**src/inc/vipu_pkg.sv**
```systemverilog
package vipu_pkg;
  localparam int SRC_COUNT = 32;
  localparam int SRC_W = 5;
  localparam int PRIO_LEVELS = 16;
  localparam int PRIO_W = 4;
  localparam int USED_COUNT = 21;
  localparam logic [31:0] USED_MASK = 32'hc8b75d7f;
  localparam logic [4:0] RTC_SRC = 5'h01;
  localparam logic [4:0] FIQ_SRC_RST = 5'h00;
  localparam logic [31:0] ENABLE_RST = 32'h00000000;
  localparam logic [15:0] PRIO_MASK_RST = 16'hffff;
  localparam logic [3:0] PRIO_RST = 4'hf;
endpackage

```
**src/rtl/vipu_prio_cell.sv**
```systemverilog
`timescale 1ns/1ps
module vipu_prio_cell (
  // Candidate a
  input wire logic a_valid,
  input wire logic [vipu_pkg::PRIO_W-1:0] a_prio,
  input wire logic [vipu_pkg::SRC_W-1:0] a_num,
  // Candidate b
  input wire logic b_valid,
  input wire logic [vipu_pkg::PRIO_W-1:0] b_prio,
  input wire logic [vipu_pkg::SRC_W-1:0] b_num,
  // Winner
  output logic w_valid,
  output logic [vipu_pkg::PRIO_W-1:0] w_prio,
  output logic [vipu_pkg::SRC_W-1:0] w_num
);
  import vipu_pkg::*;

  logic take_b;
  always_comb begin
    // Lower level wins; equal level falls to lower number
    take_b = b_valid && (!a_valid || (b_prio < a_prio) ||
             ((b_prio == a_prio) && (b_num < a_num)));
    w_valid = a_valid | b_valid;
    w_prio = take_b ? b_prio : a_prio;
    w_num = take_b ? b_num : a_num;
  end
endmodule // vipu_prio_cell

```
**src/rtl/vipu_vectored_irq_unit.sv**
```systemverilog
`timescale 1ns/1ps
module vipu_vectored_irq_unit (
  // Clock and reset
  input wire logic clk,
  input wire logic rst,
  // Peripheral sources
  input wire logic [vipu_pkg::SRC_COUNT-1:0] source_request_lines,
  // Configuration
  input wire logic [vipu_pkg::SRC_COUNT-1:0] src_enable,
  input wire logic [vipu_pkg::SRC_COUNT-1:0] soft_request,
  input wire logic [vipu_pkg::PRIO_LEVELS-1:0] level_enable,
  input wire logic [vipu_pkg::SRC_COUNT*vipu_pkg::PRIO_W-1:0] src_prio,
  input wire logic [vipu_pkg::SRC_W-1:0] fiq_src,
  input wire logic fiq_en,
  // Core requests
  output logic irq_out,
  output logic fiq_out,
  output logic [vipu_pkg::SRC_W-1:0] vector_num,
  output logic [vipu_pkg::SRC_COUNT-1:0] irq_status,
  output logic [vipu_pkg::SRC_COUNT-1:0] fiq_status
);
  import vipu_pkg::*;

  logic [SRC_COUNT-1:0] raw;
  logic [SRC_COUNT-1:0] irq_cand;
  logic [SRC_COUNT-1:0] fiq_sel;
  logic [PRIO_W-1:0] prio [SRC_COUNT];
  logic irq_q;
  logic fiq_q;
  logic [SRC_W-1:0] vec_q;
  logic [SRC_COUNT-1:0] irq_st_q;
  logic [SRC_COUNT-1:0] fiq_st_q;

  // Raw requests, reserved numbers forced low
  assign raw = (source_request_lines | soft_request) & USED_MASK;

  // Tree of comparators
  logic tv [2*SRC_COUNT-1];
  logic [PRIO_W-1:0] tp [2*SRC_COUNT-1];
  logic [SRC_W-1:0] tn [2*SRC_COUNT-1];

  genvar g;
  generate
    for (g = 0; g < SRC_COUNT; g++) begin : g_leaf
      assign prio[g] = src_prio[g*PRIO_W +: PRIO_W];
      assign fiq_sel[g] = fiq_en && (fiq_src == SRC_W'(g));
      // Source and level masks
      assign irq_cand[g] = raw[g] & src_enable[g] & ~fiq_sel[g] &
                           level_enable[prio[g]];
      assign tv[SRC_COUNT-1+g] = irq_cand[g];
      assign tp[SRC_COUNT-1+g] = prio[g];
      assign tn[SRC_COUNT-1+g] = SRC_W'(g);
    end
    for (g = 0; g < SRC_COUNT-1; g++) begin : g_node
      vipu_prio_cell u_cell (
        .a_valid(tv[2*g+1]),
        .a_prio(tp[2*g+1]),
        .a_num(tn[2*g+1]),
        .b_valid(tv[2*g+2]),
        .b_prio(tp[2*g+2]),
        .b_num(tn[2*g+2]),
        .w_valid(tv[g]),
        .w_prio(tp[g]),
        .w_num(tn[g])
      );
    end
  endgenerate

  logic [SRC_COUNT-1:0] fiq_act;
  assign fiq_act = raw & src_enable & fiq_sel;

  // Fast request
  always_ff @(posedge clk) begin
    if (rst) begin
      fiq_q <= 1'b0;
    end else begin
      fiq_q <= |fiq_act;
    end
  end

  // Normal request, held off by fast
  always_ff @(posedge clk) begin
    if (rst) begin
      irq_q <= 1'b0;
    end else begin
      irq_q <= tv[0] && !(|fiq_act);
    end
  end

  // Winning vector, held while nothing asks
  always_ff @(posedge clk) begin
    if (rst) begin
      vec_q <= '0;
    end else if (tv[0]) begin
      vec_q <= tn[0];
    end
  end

  // Masked status
  always_ff @(posedge clk) begin
    if (rst) begin
      irq_st_q <= '0;
      fiq_st_q <= '0;
    end else begin
      irq_st_q <= irq_cand;
      fiq_st_q <= fiq_act;
    end
  end

  assign irq_out = irq_q;
  assign fiq_out = fiq_q;
  assign vector_num = vec_q;
  assign irq_status = irq_st_q;
  assign fiq_status = fiq_st_q;

  // Linear search, cross-check for the tree
  logic ref_valid;
  logic [PRIO_W-1:0] ref_prio;
  logic [SRC_W-1:0] ref_num;
  always_comb begin
    ref_valid = 1'b0;
    ref_prio = '1;
    ref_num = '0;
    for (int i = SRC_COUNT-1; i >= 0; i--) begin
      if (irq_cand[i] && (!ref_valid || prio[i] <= ref_prio)) begin
        ref_valid = 1'b1;
        ref_prio = prio[i];
        ref_num = SRC_W'(i);
      end
    end
  end

  // Checks
  reserved_quiet_a: assert property (@(posedge clk) disable iff (rst)
    ((source_request_lines | soft_request) & ~USED_MASK) != 0 &&
    raw == 0 |=> !irq_out && !fiq_out)
    else $error("reserved source raised a request");
  fiq_blocks_irq_a: assert property (@(posedge clk) disable iff (rst)
    (|fiq_act) |=> fiq_out && !irq_out)
    else $error("fast request did not win");
  one_fiq_src_a: assert property (@(posedge clk) disable iff (rst)
    $onehot0(fiq_status))
    else $error("more than one fast source");
  soft_raise_a: assert property (@(posedge clk) disable iff (rst)
    soft_request[RTC_SRC] && src_enable[RTC_SRC] && !fiq_en &&
    level_enable[prio[RTC_SRC]] |=> irq_out)
    else $error("software request lost");
  level_mask_a: assert property (@(posedge clk) disable iff (rst)
    level_enable == 16'h0000 |=> !irq_out)
    else $error("masked level raised a request");
  src_mask_a: assert property (@(posedge clk) disable iff (rst)
    src_enable == 32'h00000000 |=> !irq_out && !fiq_out)
    else $error("masked source raised a request");
  winner_best_a: assert property (@(posedge clk) disable iff (rst)
    tv[0] && irq_cand[0] |=> prio[vector_num] <= $past(prio[0])
    || $past(prio[vector_num]) <= $past(prio[0]))
    else $error("winner less urgent than source 0");
  vector_follow_a: assert property (@(posedge clk) disable iff (rst)
    irq_out |-> irq_status[vector_num])
    else $error("vector does not match status");
  tie_rank_a: assert property (@(posedge clk) disable iff (rst)
    irq_cand[0] && prio[0] == 4'h0 && !(|fiq_act)
    |=> vector_num == 5'h00)
    else $error("rank tie break wrong");

  // Reset, fast path, status, vector and normal request checks
  out_reset_a: assert property (@(posedge clk) disable iff (rst)
    $fell(rst) |-> !irq_out && !fiq_out && vector_num == 5'h00 &&
    irq_status == 32'h00000000 && fiq_status == 32'h00000000)
    else $error("outputs not cleared by reset");
  fiq_off_a: assert property (@(posedge clk) disable iff (rst)
    !fiq_en |=> !fiq_out && fiq_status == 32'h00000000)
    else $error("fast request without fast routing");
  fiq_route_a: assert property (@(posedge clk) disable iff (rst)
    fiq_en && USED_MASK[fiq_src] && src_enable[fiq_src] &&
    (source_request_lines[fiq_src] || soft_request[fiq_src])
    |=> fiq_out && fiq_status[$past(fiq_src)])
    else $error("fast source not routed");
  fiq_no_irq_a: assert property (@(posedge clk) disable iff (rst)
    fiq_en |=> !irq_status[$past(fiq_src)])
    else $error("fast source reached normal path");
  fiq_lead_a: assert property (@(posedge clk) disable iff (rst)
    fiq_out |-> !irq_out)
    else $error("normal request beside fast request");
  fiq_status_a: assert property (@(posedge clk) disable iff (rst)
    fiq_out == (fiq_status != 32'h00000000))
    else $error("fast request and status disagree");
  rsvd_status_a: assert property (@(posedge clk) disable iff (rst)
    ((irq_status | fiq_status) & ~USED_MASK) == 32'h00000000)
    else $error("reserved source shows status");
  vec_used_a: assert property (@(posedge clk) disable iff (rst)
    irq_out |-> USED_MASK[vector_num])
    else $error("vector names a reserved source");
  src_status_a: assert property (@(posedge clk) disable iff (rst)
    1'b1 |=> (irq_status & ~$past(src_enable)) == 32'h00000000)
    else $error("disabled source shows status");
  lvl_status_a: assert property (@(posedge clk) disable iff (rst)
    !level_enable[prio[RTC_SRC]] |=> !irq_status[RTC_SRC])
    else $error("masked level shows status");
  vec_hold_a: assert property (@(posedge clk) disable iff (rst)
    !tv[0] |=> $stable(vector_num))
    else $error("vector moved with no request");
  vec_take_a: assert property (@(posedge clk) disable iff (rst)
    tv[0] |=> vector_num == $past(ref_num))
    else $error("vector is not the best request");
  quiet_idle_a: assert property (@(posedge clk) disable iff (rst)
    !tv[0] |=> !irq_out)
    else $error("normal request with no candidate");
  irq_raise_a: assert property (@(posedge clk) disable iff (rst)
    tv[0] && !(|fiq_act) |=> irq_out)
    else $error("candidate did not raise normal request");
  tree_match_a: assert property (@(posedge clk) disable iff (rst)
    tv[0] == ref_valid && (!ref_valid ||
    (tn[0] == ref_num && tp[0] == ref_prio)))
    else $error("comparator tree disagrees with search");
endmodule // vipu_vectored_irq_unit

```
**config.mk**
```make
export PLATFORM = sky130hd
export DESIGN_NAME = vipu_vectored_irq_unit
export DESIGN_NICKNAME = d
export VERILOG_FILES = /design/src/inc/vipu_pkg.sv /design/src/rtl/vipu_prio_cell.sv /design/src/rtl/vipu_vectored_irq_unit.sv
export SDC_FILE = /design/constraint.sdc
export NUM_CORES = 1
export LEC_CHECK = 0
export BUFFER_PORTS_ARGS = -buffer_cell sky130_fd_sc_hd__clkbuf_2
export CORE_UTILIZATION = 50
export DETAILED_ROUTE_END_ITERATION = 16
export PLACE_DENSITY = 0.92
export SYNTH_ARGS = -nofsm -noshare
export SYNTH_HDL_FRONTEND = slang
export SYNTH_SLANG_ARGS = --single-unit
```
**constraint.sdc**
```tcl
create_clock -name clk -period 11 [get_ports clk]
set_input_delay 0.55 -clock clk [delete_from_list [all_inputs] [get_ports clk]]
set_output_delay 0.55 -clock clk [all_outputs]
set_load 0.05 [all_outputs]
```
==> results of run 1 <==
==> power by group through the flow <==
stage	clock network, µW	logic [µW]	registers (µW)
6_report	189	776	200
4_1_cts	187	761	199
5_1_grt	194	843	200
3_5_place_dp	0	754	203
3_3_place_gp	0	727	203
2_1_floorplan	0	534	240
==> per-stage QoR <==
step           setup WS (ns)  hold slack [ns]  instance area, µm²  utilization (%)
2_1_floorplan           2.92            0.671                8660                -
3_3_place_gp            1.67            0.470                9620             57.8
3_5_place_dp            1.40            0.478                9620             57.8
4_1_cts                 1.69            0.489                9790             58.8
5_1_grt                0.863            0.527                9790             58.8
6_report                1.50            0.492                9790             58.8
==> cells by family (layout without fill, tap and decap cells) <==
logic type	count (synthesis)	count (layout)	synth area share, %
mux	168	168	31.4
buf+inv	149	290	7.66
flops	49	49	11.4
compound gates	284	284	22.9
other cells	1	22	0.0437
fa+ha+maj	51	51	7.44
simple gates	322	322	19.1
==> layout by cell type (no fill, tap or decap), types with 49 or more instances in the layout <==
cell and n:
sky130_fd_sc_hd__nor2_1 81, sky130_fd_sc_hd__clkbuf_2 229, sky130_fd_sc_hd__ha_1 51, sky130_fd_sc_hd__mux2i_1 67, sky130_fd_sc_hd__mux4_2 78, sky130_fd_sc_hd__nand2_1 65
sky130_fd_sc_hd__a21oi_1 62, sky130_fd_sc_hd__dfxtp_1 49, sky130_fd_sc_hd__inv_1 52, sky130_fd_sc_hd__o21ai_0 55
==> sequential cells by signal (all words and copies together) (netlist names) <==
name and cells:
fiq_out 1, fiq_status 21, irq_out 1, irq_status 21, vector_num 5
==> area by class of cell <==
cell class | instances | area share, %
timing repair buffer | 230 | 11.8
tap | 220 | 2.81
clock buffer | 6 | 1.32
multi-input combinational | 847 | 71.7
clock inverter | 2 | 0.396
sequential | 49 | 10.0
inverter | 52 | 1.99
==> worst max-delay path, delay by kind of cell <==
family	cells	cell delay (ns)
AOI/OAI and AO/OA	15	4.17
adders and majority gates	4	1.21
buffers and inverters	3	0.39
and+or+nand+nor	15	3.32
==> cells in the mapped netlist (22+ instances only) <==
master	count	share of area, %
sky130_fd_sc_hd__mux2i_1	67	7.8
sky130_fd_sc_hd__o21ai_0	55	3.2
sky130_fd_sc_hd__nor3_1	30	1.8
sky130_fd_sc_hd__nand3_1	30	1.8
sky130_fd_sc_hd__mux4_2	78	20
sky130_fd_sc_hd__nor2_1	81	3.5
sky130_fd_sc_hd__nand2b_1	26	1.9
sky130_fd_sc_hd__buf_4	22	1.9
sky130_fd_sc_hd__inv_1	52	2.3
sky130_fd_sc_hd__a21oi_1	62	3.6
sky130_fd_sc_hd__nand2_1	65	2.8
sky130_fd_sc_hd__dfxtp_1	49	11
sky130_fd_sc_hd__ha_1	51	7.4
sky130_fd_sc_hd__clkbuf_1	68	3.0
==> routing by layer <==
layer,vias to the layer above,routed length (µm),global-route usage (%)
met1,4334,11200,39.9
met2,675,14500,56.9
met5,-,0,0
met4,0,1880,21.1
li1,4200,-,-
met3,137,3240,6.82
==> worst min-delay path by stage <==
stage / to / slack, ns / cells past startpoint / start
detailed placement: vector_num[4] / 0.48 / 2 / vector_num[4]
global route: vector_num[4] / 0.53 / 2 / vector_num[4]
CTS: vector_num[4] / 0.49 / 2 / vector_num[4]
floorplan: vector_num[4] / 0.67 / 2 / vector_num[4]
global placement: vector_num[4] / 0.47 / 2 / vector_num[4]
finish: vector_num[4] / 0.49 / 2 / vector_num[4]
==> run_summary.xml, run 1 <==
<?xml version="1.0" encoding="UTF-8"?>
<metrics>
  <group name="placed_design">
    <metric name="place.detailed.instances" unit="">1398</metric>
    <metric name="dp_hpwl" unit="µm">23500</metric>
    <metric name="port_buffers" unit="">229</metric>
    <metric name="gpl.final_weighted_congestion" unit="">0.952</metric>
  </group>
  <group name="final_layout">
    <metric name="area_growth_syn_to_layout" unit="%">14.1</metric>
    <metric name="layout-drive-gt1-share" unit="%">31.0</metric>
    <metric name="multi_input_logic_area" unit="mm²">0.00702</metric>
    <metric name="layout.filler_cells" unit="">1513</metric>
    <metric name="sequential_cell_area" unit="µm²">981</metric>
    <metric name="antenna_cells" unit="">0</metric>
    <metric name="finalNetCount" unit="">1484</metric>
    <metric name="final_cells" unit="">1406</metric>
  </group>
  <group name="synthesis">
    <metric name="ys_seq_elements" unit="">49</metric>
    <metric name="synth_area_per_cell" unit="µm²">8.38</metric>
    <metric name="ys.warnings.count" unit="">0</metric>
    <metric name="yosys_most_used_dff" unit="">sky130_fd_sc_hd__dfxtp_1</metric>
    <metric name="synth-async-reset-ratio" unit="%">0</metric>
    <metric name="synth_cells" unit="">1024</metric>
    <metric name="synth-edff-count" unit="">0</metric>
    <metric name="yosysUniqueCellTypes" unit="">77</metric>
    <metric name="synth-seq-area-share" unit="%">11.4</metric>
    <metric name="post_synth_instance_area" unit="mm²">0.00858</metric>
  </group>
  <group name="power_and_ir_drop">
    <metric name="power_switching" unit="µW">558</metric>
    <metric name="internal_power" unit="µW">607</metric>
    <metric name="power_density" unit="mW/mm²">119</metric>
    <metric name="clkPwrFrac" unit="%">16.2</metric>
    <metric name="sw_frac_of_total" unit="%">47.9</metric>
    <metric name="seqPwrFrac" unit="%">17.1</metric>
    <metric name="power_leakage" unit="µW">0.00440</metric>
    <metric name="total_power" unit="µW">1160</metric>
    <metric name="pwr-share-comb" unit="%">66.7</metric>
    <metric name="ir_worst_vdd" unit="mV">0.0943</metric>
  </group>
  <group name="routing">
    <metric name="detail_route.first_pass.iterations" unit="">6</metric>
    <metric name="total_via_count_in_the_routed_design" unit="">9346</metric>
    <metric name="routed_wire_length_per_instance" unit="µm">21.9</metric>
    <metric name="drt_wl_total" unit="µm">30800</metric>
    <metric name="ant_nets" unit="">0</metric>
    <metric name="route.detailed.drc" unit="">0</metric>
    <metric name="dr.first_iter.drc_count" unit="">976</metric>
    <metric name="via_per_inst" unit="">6.65</metric>
  </group>
  <group name="worst_setup_path">
    <metric name="cp-start-kind" unit="">input pin</metric>
    <metric name="register_to_register_path_setup_slack" unit="ns">10.12</metric>
    <metric name="required" unit="ns">11.15</metric>
    <metric name="wp_data_arrival" unit="ns">9.66</metric>
    <metric name="timing.reg2reg.worst_path_depth" unit="">2</metric>
    <metric name="setup.worst_path.end" unit="">vector_num[3]</metric>
    <metric name="reg2reg_to" unit="">vector_num[0]</metric>
    <metric name="cp-startpoint" unit="">fiq_src[0]</metric>
    <metric name="worst-path-max-fanout" unit="">21</metric>
    <metric name="timing.critical_path.slowest_cell_delay" unit="ns">1.05</metric>
    <metric name="criticalPathCategory" unit="">input pin to flip-flop</metric>
    <metric name="r2r_start" unit="">vector_num[0]</metric>
    <metric name="crit_path_top_delay_cell" unit="">sky130_fd_sc_hd__nor4bb_1</metric>
    <metric name="setup.worst_path.end_class" unit="">flip-flop</metric>
  </group>
  <group name="grt">
    <metric name="grt_pass1_vias" unit="">9054</metric>
    <metric name="antenna_found_initial" unit="">0</metric>
    <metric name="grtUsageTotal" unit="%">34.0</metric>
    <metric name="grt_start_max_net_pins" unit="">33</metric>
    <metric name="overflow_after_grt" unit="">0</metric>
    <metric name="grt_first_pass_wirelength" unit="µm">46700</metric>
  </group>
  <group name="clock_network">
    <metric name="worst_setup_hold_path_clk_slew" unit="ns">0.08</metric>
    <metric name="cts_made_buffers" unit="">5</metric>
    <metric name="clock-sinks" unit="">49</metric>
    <metric name="cts_setup_buffers" unit="">0</metric>
    <metric name="clockBufferDepth" unit="">2</metric>
    <metric name="hold_buffers" unit="">0</metric>
    <metric name="htree_levels" unit="">2</metric>
    <metric name="cts_resized" unit="">0</metric>
    <metric name="insertion_delay" unit="ns">0.31</metric>
    <metric name="tritoncts_clock_tree" unit="">built</metric>
    <metric name="cts-root-buf" unit="">sky130_fd_sc_hd__clkbuf_16</metric>
  </group>
  <group name="timing">
    <metric name="final_setup_fails" unit="">0</metric>
    <metric name="max-slew-margin-rel" unit="%">20.9</metric>
    <metric name="setup_tns" unit="ns">0</metric>
    <metric name="worst_pin_slew" unit="ns">1.17</metric>
    <metric name="clock_skew" unit="ns">0</metric>
    <metric name="finalCritPeriodShare" unit="%">86.4</metric>
    <metric name="finalCriticalPeriod" unit="ns">9.50</metric>
    <metric name="report.final.slew_viol_count" unit="">0</metric>
    <metric name="max_clock_freq" unit="GHz">0.105</metric>
    <metric name="unrepaired_setup_endpoints_after_global_routing" unit="">no</metric>
    <metric name="timing_hold_violations_final" unit="">0</metric>
  </group>
  <group name="floorplan">
    <metric name="num_rows" unit="">47</metric>
    <metric name="core-area" unit="mm²">0.0166</metric>
    <metric name="initial_core_util" unit="%">51.5</metric>
    <metric name="pin_count" unit="">319</metric>
    <metric name="die-height" unit="µm">133</metric>
    <metric name="die_width" unit="µm">133</metric>
    <metric name="dieArea" unit="mm²">0.0177</metric>
  </group>
  <group name="hold_path">
    <metric name="hold_class" unit="">flip-flop to flip-flop</metric>
  </group>
  <group name="flow_run">
    <metric name="cap_viol_max_count" unit="">0</metric>
  </group>
  <group name="outcome">
    <metric name="status" unit="">complete, no violations</metric>
  </group>
</metrics>
Note: power is estimated with default switching activity, not from simulation.
==> run 2, diff against run 1 <==
PLACE_DENSITY = 0.84   (was 0.92)
SYNTH_HIERARCHICAL = 1   (was default)
==> run_summary.xml, run 2 <==
<?xml version="1.0" encoding="UTF-8"?>
<metrics>
  <group name="routing">
    <metric name="dr.first_iter.drc_count" unit="">957</metric>
    <metric name="ant_nets" unit="">0</metric>
    <metric name="via_per_inst" unit="">5.56</metric>
    <metric name="route.detailed.drc" unit="">0</metric>
    <metric name="drt_wl_total" unit="µm">47700</metric>
    <metric name="total_via_count_in_the_routed_design" unit="">14291</metric>
    <metric name="detail_route.first_pass.iterations" unit="">5</metric>
    <metric name="routed_wire_length_per_instance" unit="µm">18.6</metric>
  </group>
  <group name="placed_design">
    <metric name="gpl.final_weighted_congestion" unit="">0.924</metric>
    <metric name="post-place-ws" unit="ns">2.19</metric>
    <metric name="port_buffers" unit="">263</metric>
    <metric name="dp_hpwl" unit="µm">39000</metric>
  </group>
  <group name="power_and_ir_drop">
    <metric name="ir_worst_vdd" unit="mV">0.121</metric>
    <metric name="power_density" unit="mW/mm²">109</metric>
    <metric name="power_leakage" unit="µW">0.0102</metric>
  </group>
  <group name="grt">
    <metric name="grt_first_pass_wirelength" unit="µm">74600</metric>
    <metric name="antenna_found_initial" unit="">5</metric>
    <metric name="overflow_after_grt" unit="">0</metric>
    <metric name="grt_start_max_net_pins" unit="">44</metric>
    <metric name="grtUsageTotal" unit="%">28.9</metric>
    <metric name="grt_pass1_vias" unit="">14775</metric>
  </group>
  <group name="worst_setup_path">
    <metric name="setup.worst_path.end_class" unit="">flip-flop</metric>
    <metric name="worst-path-max-fanout" unit="">21</metric>
    <metric name="criticalPathCategory" unit="">input pin to flip-flop</metric>
    <metric name="cp-start-kind" unit="">input pin</metric>
    <metric name="required" unit="ns">11.18</metric>
    <metric name="register_to_register_path_setup_slack" unit="ns">10.32</metric>
    <metric name="wp_data_arrival" unit="ns">8.72</metric>
    <metric name="crit_path_top_delay_cell" unit="">sky130_fd_sc_hd__mux4_2</metric>
    <metric name="timing.critical_path.slowest_cell_delay" unit="ns">0.61</metric>
  </group>
  <group name="timing">
    <metric name="max_clock_freq" unit="GHz">0.117</metric>
    <metric name="max-slew-margin-rel" unit="%">25.9</metric>
    <metric name="timing_hold_violations_final" unit="">0</metric>
    <metric name="unrepaired_setup_endpoints_after_global_routing" unit="">no</metric>
    <metric name="setup_tns" unit="ns">0</metric>
    <metric name="finalCritPeriodShare" unit="%">77.6</metric>
    <metric name="hold_ws" unit="ns">0.553</metric>
    <metric name="final_setup_fails" unit="">0</metric>
    <metric name="finalCriticalPeriod" unit="ns">8.54</metric>
    <metric name="worst_pin_slew" unit="ns">1.10</metric>
    <metric name="layout_setup_ws" unit="ns">2.46</metric>
    <metric name="report.final.slew_viol_count" unit="">0</metric>
    <metric name="clock_skew" unit="ns">0</metric>
  </group>
  <group name="clock_network">
    <metric name="hold_buffers" unit="">0</metric>
    <metric name="clock-sinks" unit="">49</metric>
    <metric name="cts-root-buf" unit="">sky130_fd_sc_hd__clkbuf_16</metric>
    <metric name="insertion_delay" unit="ns">0.32</metric>
    <metric name="cts_setup_buffers" unit="">0</metric>
    <metric name="htree_levels" unit="">2</metric>
    <metric name="tritoncts_clock_tree" unit="">built</metric>
    <metric name="clockBufferDepth" unit="">2</metric>
    <metric name="worst_setup_hold_path_clk_slew" unit="ns">0.09</metric>
    <metric name="cts_made_buffers" unit="">5</metric>
    <metric name="cts_resized" unit="">0</metric>
  </group>
  <group name="flow_run">
    <metric name="cap_viol_max_count" unit="">0</metric>
  </group>
  <group name="synthesis">
    <metric name="ys.warnings.count" unit="">6</metric>
    <metric name="post_synth_instance_area" unit="mm²">0.0162</metric>
    <metric name="synth_cells" unit="">1588</metric>
    <metric name="synth_area_per_cell" unit="µm²">10.2</metric>
  </group>
  <group name="floorplan">
    <metric name="dieArea" unit="mm²">0.0331</metric>
    <metric name="core-area" unit="mm²">0.0317</metric>
    <metric name="initial_core_util" unit="%">51.0</metric>
    <metric name="die_width" unit="µm">182</metric>
    <metric name="pin_count" unit="">319</metric>
    <metric name="num_rows" unit="">65</metric>
    <metric name="die-height" unit="µm">182</metric>
  </group>
  <group name="hold_path">
    <metric name="hold_class" unit="">flip-flop to flip-flop</metric>
  </group>
  <group name="final_layout">
    <metric name="layout-drive-gt1-share" unit="%">37.2</metric>
    <metric name="mostFrequentLayoutCells" unit="">371 x sky130_fd_sc_hd__conb_1, 275 x sky130_fd_sc_hd__mux2_4, 263 x sky130_fd_sc_hd__clkbuf_2</metric>
    <metric name="area_growth_syn_to_layout" unit="%">18.9</metric>
    <metric name="leading_cell_type_in_the_layout_fill_and_taps_excluded" unit="">sky130_fd_sc_hd__conb_1</metric>
    <metric name="finalNetCount" unit="">2659</metric>
  </group>
  <group name="outcome">
    <metric name="status" unit="">complete, no violations</metric>
  </group>
</metrics>
-- run 2: where the power goes --
| part | leakage, µW | total [µW] | switching [µW] | internal, µW |
|---|---|---|---|---|
| Sequential | 0.000399 | 200 | 8.71 | 191 |
| Clock | 0.0000763 | 183 | 95.1 | 88.0 |
| Combinational | 0.00977 | 1720 | 856 | 864 |
| Total | 0.0102 | 2100 | 960 | 1140 |
-- run 2: routing by layer --
metal / part of all wire (%) / global-route usage (%) / vias to the layer above / routed length [µm]
li1: - / - / 6645 / -
met1: 39 / 33.9 / 6754 / 18800
met2: 47 / 49.6 / 720 / 22500
met3: 8.5 / 5.72 / 168 / 4040
met4: 5.0 / 15.5 / 4 / 2400
met5: 0.065 / 0 / - / 31
-- run 2: worst max-delay path: cells and delay by family --
family | cells | cell delay (ns)
compound gates | 15 | 3.21
mux | 8 | 2.98
fa+ha+maj | 4 | 1.15
buf+inv | 1 | 0.44
simple gates | 4 | 0.37
-- run 2: through the flow --
| step | cell area (µm²) | std cells | util (%) | power [µW] |
|---|---|---|---|---|
| floorplan | 17600 | 1957 | - | 1550 |
| global placement | 19100 | 2558 | 60.2 | 1790 |
| detailed placement | 19100 | 2558 | 60.2 | 1840 |
| CTS | 19200 | 2566 | 60.7 | 2030 |
| global route | 19200 | 2568 | 60.7 | 2250 |
| finish | 19200 | 2569 | 60.7 | 2100 |
-- run 2: layout make-up --
type	instances	area [µm²]
multi-input cells	1591	15300
fillers	2614	12500
repair buffers	266	1340
flip-flops and latches	49	981
inverters	250	938
well taps	402	503
clock buffers	5	125
clock inverters	3	28.8
diodes	3	7.51
-- run 2: final timing paths --
kind | start | end | depth (start not counted)
worst min register to register | vector_num[0] | vector_num[0] | 2
worst max register to register | vector_num[4] | vector_num[4] | 2
worst min-delay path | vector_num[0] | vector_num[0] | 2
worst max-delay path | level_enable[7] | vector_num[4] | 32
